**src/core/ama_pkg.sv**
```systemverilog
// package for the auto-mode ack/cca control block
// assumes an apb slave with 32-bit words, one register per word
package ama_pkg;
   localparam logic [11:0] OFF_CTRL = 12'h000;
   localparam logic [11:0] OFF_THRESH = 12'h004;
   localparam logic [11:0] OFF_PEND = 12'h008;
   localparam logic [11:0] OFF_DLY_LO = 12'h00c;
   localparam logic [11:0] OFF_DLY_HI = 12'h010;
   localparam logic [11:0] OFF_IRQ_STAT = 12'h014;
   localparam logic [11:0] OFF_IRQ_MASK = 12'h018;
   // control field positions
   localparam int B_SENT = 7;
   localparam int B_FCS = 6;
   localparam int B_RATE = 5;
   localparam int B_SRC = 4;
   localparam int B_AUTO_ACK_ENABLE = 3;
   localparam int B_BUSY = 2;
   localparam int B_CCA = 1;
   localparam int B_T2R = 0;
   localparam logic [7:0] CTRL_RW_MASK = 8'h7b;
   localparam logic [7:0] RST_BYTE = 8'h00;
   localparam logic channel_clear_code = 1'b0;
   localparam logic channel_busy_code = 1'b1;
   localparam int NUM_UNITS = 4;
   localparam int DLY_W = 11;
   // interrupt status bits
   localparam int I_ACK = 0;
   localparam int I_CCA = 1;
   localparam int I_T2R = 2;
   localparam int IRQ_W = 3;
   // one microsecond in clock cycles at 20 mhz
   localparam int CLK_MHZ = 20;
   localparam int US_NS = 1000;
   localparam int CLK_NS = 50;
   localparam int CYC_PER_US = US_NS / CLK_NS;
   typedef enum logic [1:0] {
      AMA_IDLE = 2'b00,
      AMA_WAIT = 2'b01,
      AMA_SEND = 2'b11,
      AMA_CCA = 2'b10
   } ama_state_t;
   // ack request handed to the transmitter
   typedef struct packed {
      logic fromBuffer;
      logic fcsType;
      logic rateFromRx;
      logic pending;
   } ama_ack_req_t;
endpackage : ama_pkg

```
**src/core/ama_ctrl.sv**
```systemverilog
// auto-mode ack / cca-with-transmit / transmit-then-receive control
// assumes baseband events are one-cycle pulses on sys_clk; registers over apb
//
// Local design decisions: the register addresses and the APB interface to the registers.
`timescale 1ns/100ps
module ama_ctrl #(
   parameter int NUM_UNITS = ama_pkg::NUM_UNITS
) (
   input wire logic sys_clk,
   input wire logic sys_rst,
   input wire logic psel,
   input wire logic penable,
   input wire logic pwrite,
   input wire logic [11:0] paddr,
   input wire logic [31:0] pwdata,
   output logic [31:0] prdata,
   output logic pready,
   output logic pslverr,
   input wire logic filterEnable,
   input wire logic configured_fcs_type,
   input wire logic rx_frame_end_event,
   input wire logic rxFrameFcsType,
   input wire logic rxFrameAccepted,
   input wire logic [NUM_UNITS-1:0] unitMatch,
   input wire logic [NUM_UNITS-1:0] unitDataRequest,
   input wire logic edDone,
   input wire logic signed [7:0] edValue,
   input wire logic txDone,
   output logic edStart,
   output logic ackStart,
   output ama_pkg::ama_ack_req_t ackReq,
   output logic txStart,
   output logic ccaDone,
   output logic rxEnter,
   output logic irq
);
   logic [7:0] ctrl_q;
   logic [7:0] thresh_q;
   logic [7:0] pend_q;
   logic [7:0] dlyLo_q;
   logic [2:0] dlyHi_q;
   logic [ama_pkg::IRQ_W-1:0] stat_q;
   logic [ama_pkg::IRQ_W-1:0] mask_q;
   logic [31:0] prdata_q;
   ama_pkg::ama_state_t state_q;
   ama_pkg::ama_state_t state_d;
   logic [ama_pkg::DLY_W-1:0] usCnt_q;
   logic [4:0] preCnt_q;
   logic [NUM_UNITS-1:0] sawReq_q;
   logic ccaRun_q;
   ama_pkg::ama_ack_req_t ackReq_q;
   logic edStart_q;
   logic ackStart_q;
   logic txStart_q;
   logic ccaDone_q;
   logic rxEnter_q;

   // bus decode
   wire logic wrEn = psel & penable & pwrite;
   wire logic rdSetup = psel & ~penable & ~pwrite;
   wire logic selCtrl = paddr == ama_pkg::OFF_CTRL;
   wire logic selThr = paddr == ama_pkg::OFF_THRESH;
   wire logic selPend = paddr == ama_pkg::OFF_PEND;
   wire logic selLo = paddr == ama_pkg::OFF_DLY_LO;
   wire logic selHi = paddr == ama_pkg::OFF_DLY_HI;
   wire logic selStat = paddr == ama_pkg::OFF_IRQ_STAT;
   wire logic selMask = paddr == ama_pkg::OFF_IRQ_MASK;
   wire logic mapped = selCtrl | selThr | selPend | selLo | selHi | selStat | selMask;
   wire logic [7:0] wb = pwdata[7:0];
   wire logic wrCtrl = wrEn & selCtrl;
   wire logic wrThr = wrEn & selThr;
   wire logic wrPend = wrEn & selPend;
   wire logic wrLo = wrEn & selLo;
   wire logic wrHi = wrEn & selHi;
   wire logic wrStat = wrEn & selStat;
   wire logic wrMask = wrEn & selMask;
   wire logic [ama_pkg::IRQ_W-1:0] statClr =
      wrStat ? wb[ama_pkg::IRQ_W-1:0] : {ama_pkg::IRQ_W{1'b0}};

   wire logic autoAckOn = ctrl_q[ama_pkg::B_AUTO_ACK_ENABLE] & filterEnable;
   wire logic ccaTxOn = ctrl_q[ama_pkg::B_CCA];
   wire logic busyNow = edValue > $signed(thresh_q);
   wire logic ccaEnd = ccaRun_q & edDone;
   wire logic ackWanted = autoAckOn & rx_frame_end_event & rxFrameAccepted;
   wire logic [ama_pkg::DLY_W-1:0] ackDelay = {dlyHi_q, dlyLo_q};
   wire logic usTick = preCnt_q == 5'(ama_pkg::CYC_PER_US - 1);
   wire logic waitOver = usCnt_q == '0;
   wire logic [NUM_UNITS-1:0] pendHit = pend_q[NUM_UNITS-1:0] & sawReq_q;
   wire logic ackFcs = ctrl_q[ama_pkg::B_FCS] ? rxFrameFcsType : configured_fcs_type;
   wire logic [ama_pkg::IRQ_W-1:0] evt = {txDone & ctrl_q[ama_pkg::B_T2R], ccaEnd,
      ackWanted};
   wire logic [7:0] ctrlRead = ctrl_q;
   wire logic [7:0] ctrlWr = (ctrl_q & ~ama_pkg::CTRL_RW_MASK) | (wb & ama_pkg::CTRL_RW_MASK);
   wire logic ackDue = state_q == ama_pkg::AMA_WAIT & waitOver;
   wire logic edKick = ccaTxOn & ~ccaRun_q & ~edStart_q & txDone;
   wire logic [31:0] rdMux =
      selCtrl ? {24'h000000, ctrlRead} :
      selThr ? {24'h000000, thresh_q} :
      selPend ? {24'h000000, pend_q} :
      selLo ? {24'h000000, dlyLo_q} :
      selHi ? {29'h00000000, dlyHi_q} :
      selStat ? {29'h00000000, stat_q} :
      selMask ? {29'h00000000, mask_q} : 32'h00000000;

   assign pready = 1'b1;
   assign pslverr = psel & penable & ~mapped;
   assign prdata = prdata_q;
   assign irq = |(stat_q & mask_q);
   assign ackReq = ackReq_q;
   assign edStart = edStart_q;
   assign ackStart = ackStart_q;
   assign txStart = txStart_q;
   assign ccaDone = ccaDone_q;
   assign rxEnter = rxEnter_q;

   // per-unit data request memory, loaded from unitDataRequest whenever that unit matches
   genvar u;
   generate
      for (u = 0; u < NUM_UNITS; u++) begin : g_unit
         always_ff @(posedge sys_clk or posedge sys_rst) begin
            if (sys_rst) begin
               sawReq_q[u] <= 1'b0;
            end else if (unitMatch[u]) begin
               sawReq_q[u] <= unitDataRequest[u];
            end
         end
      end
   endgenerate

   // control byte: software bits from the bus, result bits from hardware
   always_ff @(posedge sys_clk or posedge sys_rst) begin
      if (sys_rst) begin
         ctrl_q <= ama_pkg::RST_BYTE;
      end else begin
         if (wrCtrl) begin
            ctrl_q <= ctrlWr;
         end
         if (ccaEnd) begin
            ctrl_q[ama_pkg::B_BUSY] <= busyNow;
         end
         if (autoAckOn & rx_frame_end_event) begin
            ctrl_q[ama_pkg::B_SENT] <= ackWanted;
         end
      end
   end

   always_ff @(posedge sys_clk or posedge sys_rst) begin
      if (sys_rst) begin
         thresh_q <= ama_pkg::RST_BYTE;
      end else if (wrThr) begin
         thresh_q <= wb;
      end
   end

   always_ff @(posedge sys_clk or posedge sys_rst) begin
      if (sys_rst) begin
         pend_q <= ama_pkg::RST_BYTE;
      end else if (wrPend) begin
         pend_q <= {4'h0, wb[3:0]};
      end
   end

   always_ff @(posedge sys_clk or posedge sys_rst) begin
      if (sys_rst) begin
         dlyLo_q <= ama_pkg::RST_BYTE;
      end else if (wrLo) begin
         dlyLo_q <= wb;
      end
   end

   always_ff @(posedge sys_clk or posedge sys_rst) begin
      if (sys_rst) begin
         dlyHi_q <= 3'h0;
      end else if (wrHi) begin
         dlyHi_q <= wb[2:0];
      end
   end

   always_ff @(posedge sys_clk or posedge sys_rst) begin
      if (sys_rst) begin
         mask_q <= '0;
      end else if (wrMask) begin
         mask_q <= wb[ama_pkg::IRQ_W-1:0];
      end
   end

   // a hardware event wins over a clear in the same cycle
   always_ff @(posedge sys_clk or posedge sys_rst) begin
      if (sys_rst) begin
         stat_q <= '0;
      end else begin
         stat_q <= (stat_q & ~statClr) | evt;
      end
   end

   // read data taken in the setup phase so it stands through the access phase
   always_ff @(posedge sys_clk or posedge sys_rst) begin
      if (sys_rst) begin
         prdata_q <= 32'h00000000;
      end else if (rdSetup) begin
         prdata_q <= rdMux;
      end
   end

   // ack delay sequence; the AMA_CCA state is never entered
   always_comb begin
      state_d = state_q;
      case (state_q)
         ama_pkg::AMA_IDLE: begin
            if (ackWanted) state_d = ama_pkg::AMA_WAIT;
         end
         ama_pkg::AMA_WAIT: begin
            if (waitOver) state_d = ama_pkg::AMA_SEND;
         end
         ama_pkg::AMA_SEND: state_d = ama_pkg::AMA_IDLE;
         ama_pkg::AMA_CCA: state_d = ama_pkg::AMA_IDLE;
         default: state_d = ama_pkg::AMA_IDLE;
      endcase
   end

   always_ff @(posedge sys_clk or posedge sys_rst) begin
      if (sys_rst) begin
         state_q <= ama_pkg::AMA_IDLE;
         usCnt_q <= '0;
         preCnt_q <= 5'h00;
      end else begin
         state_q <= state_d;
         if (ackWanted & state_q == ama_pkg::AMA_IDLE) begin
            usCnt_q <= ackDelay;
            preCnt_q <= 5'h00;
         end else if (state_q == ama_pkg::AMA_WAIT & ~waitOver) begin
            preCnt_q <= usTick ? 5'h00 : preCnt_q + 5'h01;
            if (usTick) usCnt_q <= usCnt_q - 11'h001;
         end
      end
   end

   // ack start pulse and the request captured at the frame end
   always_ff @(posedge sys_clk or posedge sys_rst) begin
      if (sys_rst) begin
         ackStart_q <= 1'b0;
      end else begin
         ackStart_q <= ackDue;
      end
   end

   always_ff @(posedge sys_clk or posedge sys_rst) begin
      if (sys_rst) begin
         ackReq_q <= '0;
      end else if (ackWanted) begin
         ackReq_q.fromBuffer <= ctrl_q[ama_pkg::B_SRC];
         ackReq_q.fcsType <= ackFcs;
         ackReq_q.rateFromRx <= ctrl_q[ama_pkg::B_RATE];
         ackReq_q.pending <= ~ctrl_q[ama_pkg::B_SRC] & |pendHit;
      end
   end

   always_ff @(posedge sys_clk or posedge sys_rst) begin
      if (sys_rst) begin
         edStart_q <= 1'b0;
      end else begin
         edStart_q <= edKick;
      end
   end

   always_ff @(posedge sys_clk or posedge sys_rst) begin
      if (sys_rst) begin
         ccaRun_q <= 1'b0;
      end else if (edStart_q) begin
         ccaRun_q <= 1'b1;
      end else if (ccaEnd | ~ccaTxOn) begin
         ccaRun_q <= 1'b0;
      end
   end

   always_ff @(posedge sys_clk or posedge sys_rst) begin
      if (sys_rst) begin
         txStart_q <= 1'b0;
      end else begin
         txStart_q <= ccaEnd & (busyNow == ama_pkg::channel_clear_code);
      end
   end

   always_ff @(posedge sys_clk or posedge sys_rst) begin
      if (sys_rst) begin
         ccaDone_q <= 1'b0;
      end else begin
         ccaDone_q <= ccaEnd;
      end
   end

   always_ff @(posedge sys_clk or posedge sys_rst) begin
      if (sys_rst) begin
         rxEnter_q <= 1'b0;
      end else begin
         rxEnter_q <= txDone & ctrl_q[ama_pkg::B_T2R];
      end
   end
endmodule : ama_ctrl

```
**config.mk**
```make
export PLATFORM = sky130hd
export DESIGN_NAME = ama_ctrl
export DESIGN_NICKNAME = d
export VERILOG_FILES = /design/src/core/ama_pkg.sv /design/src/core/ama_ctrl.sv
export SDC_FILE = /design/constraint.sdc
export NUM_CORES = 1
export LEC_CHECK = 0
export ABC_AREA = 1
export BUFFER_PORTS_ARGS = -buffer_cell sky130_fd_sc_hd__buf_4
export CAP_MARGIN = 20
export CORE_MARGIN = 2
export CORE_UTILIZATION = 50
export CTS_CLUSTER_SIZE = 25
export DETAILED_ROUTE_END_ITERATION = 8
export PLACE_DENSITY = 0.72
export SLEW_MARGIN = 20
export SYNTH_ARGS = -nofsm -noshare
export SYNTH_HDL_FRONTEND = slang
export SYNTH_SLANG_ARGS = --single-unit
```
**constraint.sdc**
```tcl
create_clock -name sys_clk -period 3.25 [get_ports sys_clk]
set_input_delay 0.4875 -clock sys_clk [delete_from_list [all_inputs] [get_ports sys_clk]]
set_output_delay 0.4875 -clock sys_clk [all_outputs]
set_load 0.05 [all_outputs]
```
# Yosys cells after proc, flatten, opt, wreduce, memory -nomap -nowiden
# Index checks and enable logic that the tools add are counted.
[op_classes]
bitwise_logic = 47
add_sub_neg = 2
reduce_logical = 13
mux = 23
eq_ne = 12
magnitude_cmp = 1
[op_table]
columns = ["operator", "n"]
rows = [
  ["2-to-1 mux 8 bit", 5],
  ["equality test 12 x 5 -> 1 bit, second input constant", 3],
  ["2-to-1 mux 11 bit", 3],
  ["bitwise AND 1 bit", 25],
  ["equality test 12 x 4 -> 1 bit, second input constant", 2],
  ["2-to-1 mux 5 bit", 3],
  ["equality test 12 x 3 -> 1 bit, second input constant", 1],
  ["logical NOT 12 bit", 1],
  ["2-to-1 mux 3 bit", 4],
  ["logical NOT 11 bit", 1],
  ["subtractor 11 x 1 -> 11 bit, second input constant", 1],
  ["nonzero test 2 bit", 5],
  ["NOT 1 bit", 9],
  ["greater-than comparator 8 bit", 1],
  ["OR 8 x 7 -> 8 bit", 1],
  ["OR 1 bit", 7],
  ["bitwise AND 3 bit", 2],
  ["one-hot mux 2 bit (3 select lines)", 1],
  ["adder 5 x 1 -> 5 bit, second input constant", 1],
  ["equality test 5 bit, second input constant", 1],
  ["2-to-1 mux 1 bit", 5],
  ["bitwise AND 4 bit", 1],
  ["equality test 2 bit, second input constant", 2],
  ["2-to-1 mux 2 bit", 2],
  ["other kinds (9)", 11],
]
[word_totals]
word_cells = 125
regBits = 101
out_inout_bits = 44
input_bits = 72

# Depth between registers and ports, before layout
[logic_depth]
word_depth = 9
mapped_depth = 13

# Worst setup path before layout
# OpenSTA, ideal clock, no wires.
[synth_timing]
kind = "in2out"
start = "in paddr[1]"
end = "out pslverr"
path_buffers = 1
arrival_time_ns = 2.193
slack_ns = 0.569
path_stages = 7
t_required_ns = 2.762
path_cell_list = "nor2_1 -> inv_1 -> nor2_1 -> buf_4 -> o21ai_0 -> nand3_1 -> nor3_1"
[synth_via]
elab_chain_len = 9
word_cells_on_any_way = 15
cone_classes = "6 x eq/ne; 8 x bitwise; 1 x reduce/logical"
[synth_rtl]
columns = ["element", "line", "text"]
rows = [
  ["start: declaration", "ama_ctrl.sv:14", "input wire logic [11:0] paddr,"],
  ["equality test 12 x 3 -> 1 bit / logical NOT 12 bit (equally long branches)", "ama_ctrl.sv:62, ama_ctrl.sv:61", ""],
  ["OR 1 bit (5 in series)", "ama_ctrl.sv:68", "wire logic mapped = selCtrl | selThr | selPend | selLo | selHi | selStat | selMask;"],
  ["OR 1 bit (*)", "ama_ctrl.sv:68", ""],
  ["NOT 1 bit (*)", "ama_ctrl.sv:106", "assign pslverr = psel & penable & ~mapped;"],
  ["bitwise AND 1 bit (*)", "ama_ctrl.sv:106", ""],
  ["end: declaration", "ama_ctrl.sv:18", "output logic pslverr,"],
]
# Mark *: on every way between the ends. The rest lies on a longest branch, timed or not.

# Worst setup path in the final report
# Same ends and word-level chain as after synthesis.

==> results.json <==
{
  "dpl.hpwl_um": 7340,
  "synthCells": 537,
  "clk_pin_slew_ps": 80,
  "post-route-util_pct": 59.1,
  "max_freq_mhz": 434,
  "crit_required_ps": 2760,
  "hold_path_class": "input port to async pin",
  "grt_max_degree": 78,
  "rows": 34,
  "synth_largest_area_cell": "dfrtp_1",
  "min_period_ps": 2300,
  "cp_cell_sequence": "buf_4 > nor2_1 > inv_1 > nor2_1 > o21ai_0 > nand3_1 > nor3_1 > buf_4",
  "synthFlopType": "dfrtp_1",
  "first_global_vias": 3423,
  "wl_per_cell_um": 13.4,
  "fill_cells": 778,
  "synth-adder-area-share_pct": 2.86,
  "htreeDepth": 3,
  "synth_cell_type_count": 43,
  "tns_ps": 0,
  "design_area_um2": 5080,
  "finalHoldViolations": 0,
  "synth_top_area_share_pct": 44.1,
  "antenna_left": 0,
  "area_growth_pct": 16.3,
  "async_flop_share_pct": 100,
  "crit_path_start_kind": "input port",
  "cts_sinks": 77,
  "synth_area_leaders": "dfrtp_1, nand2_1, o21ai_0, inv_1, buf_4",
  "r2r_slack_ps": 1410,
  "drc": 0,
  "dieArea_um2": 9500,
  "worstSetupPathType": "input port to output pin",
  "final_layout_size_suffix_gt1_share_pct": 21.7,
  "synthMostInstantiatedCell": "nand2_1",
  "syn_area_um2": 4370,
  "placedInstanceArea_um2": 4860,
  "synth_top_family_by_area": "simple AND/OR/NAND/NOR gates",
  "synth_common_cells": "nand2_1, dfrtp_1, inv_1",
  "yosys_warnings": 0,
  "cts_resized": 0,
  "synthSimpleGateAreaFrac_pct": 25.3,
  "cts_setup_buffers": 0,
  "status": "completed",
  "finalCritPeriodShare_pct": 70.8,
  "insertion_delay_ps": 350,
  "synth_xor_area_share_pct": 1.00,
  "synth_mux_area_share_pct": 0.745,
  "antenna_cells": 0,
  "cts_max_path_buffers": 2,
  "die_x_um": 97.5,
  "crit_slowest_cell": "nor2_1",
  "drt_iter0_drc": 216,
  "grt_pass1_wl_um": 16300,
  "worst_pin_slew_ps": 522,
  "cts_tree": "built",
  "ys_seq_area_share_pct": 44.1,
  "rsz0062_at_grt": "false",
  "first_pass_iters": 5,
  "design.portCount": 116,
  "nNetsFinal": 689,
  "ys_seq_elements": 77,
  "grt_usage_pct": 21.2,
  "overflow": 0,
  "drv_cap": 0,
  "maxSlewViolCount": 0,
  "synth_compound_area_share_pct": 13.6,
  "grt_antenna_before_repair": 0,
  "start_util_pct": 50.8,
  "finalWirelength_um": 9660,
  "core_um2": 8590,
  "arrival_ps": 1810,
  "gp_congestion": 0.883,
  "crit_fanout": 9,
  "synth_edf_count": 0,
  "cpPeakStageDelay_ps": 420,
  "slew_headroom_pct": 65.1,
  "num_vias": 3611,
  "via_per_inst": 5.02,
  "powerDensity_nw_per_um2": 398,
  "ir_drop_v": 0.000250,
  "cts_made_buffers": 9,
  "crit_path_end_kind": "output pin",
  "power_leakage_uw": 0.00271,
  "setup_viol": 0,
  "place.port_buffers": 66,
  "cts_root_buf": "clkbuf_8",
  "cts_hold_buf": 0,
  "die_h_um": 97.5,
  "clock_skew_ps": 15.1,
  "power_uw": 2020,
  "avgSynthCellArea_um2": 8.14
}
final timing paths:
kind | start | to | cells past startpoint
min in group sys_clk | unitMatch[3] | sawReq_q[3]$_DFFE_PP0P_ | 2
min | sys_rst | preCnt_q[0]$_DFFE_PP0P_ | 3
max reg2reg | usCnt_q[0]$_DFFE_PP0P_ | usCnt_q[0]$_DFFE_PP0P_ | 11
min reg2reg | dlyHi_q[0]$_DFFE_PP0P_ | dlyHi_q[0]$_DFFE_PP0P_ | 2
max in group asynchronous | sys_rst | thresh_q[0]$_DFFE_PP0P_ | 3
max | paddr[1] | pslverr | 8
logic make-up (layout without fill, tap and decap cells):
logic type | count (synthesis) | in the layout
mux | 3 | 3
other cells | 2 | 25
compound gates | 98 | 98
fa+ha+maj | 10 | 10
xor+xnor | 5 | 5
flops | 77 | 77
simple gates | 237 | 237
buf+inv | 105 | 157
critical path: cells and delay by family:
family | cells | cell delay [ps]
buffers and inverters | 3 | 400
AO/OA/AOI/OAI | 1 | 210
AND/OR/NAND/NOR | 4 | 720
cells in the final DEF, fill, tap and decap left out, drive strengths merged, types with 7 or more instances in the layout:
master / instances
buf: 69
nand2: 151
ha: 10
nor2: 42
clkbuf: 11
nand4: 7
o21ai: 76
inv: 71
conb: 25
nand3: 30
dfrtp: 77
a21oi: 8
routing by layer:
metal	up-vias	wire [µm]	track usage, %
li1	1815	-	-
met1	1709	4250	28.3
met2	75	4890	35.2
met3	12	362	4.39
met4	0	147	6.09
met5	-	0	0
report_power, final:
group          internal, µW  switching [µW]  leakage (µW)
combinational          68.9             160       0.00160
sequential              969            6.61       0.00100
clock                   455             360      0.000110
sequential cells by signal, indices dropped and copies added, names as in the netlist, 4 cells and up:
name,count
ackReq,4
ctrlRead,8
dlyLo_q,8
pend_q,4
prdata,8
preCnt_q,5
sawReq_q,4
thresh_q,8
usCnt_q,11
area by class of cell:
| type | count | area [µm²] | share of cell area (%) |
|---|---|---|---|
| inverter | 72 | 273 | 5.37 |
| timing repair buffer | 69 | 531 | 10.4 |
| multi-input combinational | 378 | 1990 | 39.2 |
| clock inverter | 5 | 81.3 | 1.60 |
| tap | 108 | 135 | 2.66 |
| clock buffer | 11 | 141 | 2.78 |
| sequential | 77 | 1930 | 37.9 |
stage by stage:
| step | setup WS (ps) | hold slack, ps | std cells |
|---|---|---|---|
| final | 948 | 218 | 720 |
| after global placement | 971 | 446 | 704 |
| after CTS | 939 | 242 | 720 |
| after floorplan | 569 | 431 | 560 |
| after detailed placement | 936 | 468 | 704 |
| after global routing | 768 | 238 | 720 |
No activity file was read; power rests on OpenSTA's default activity.
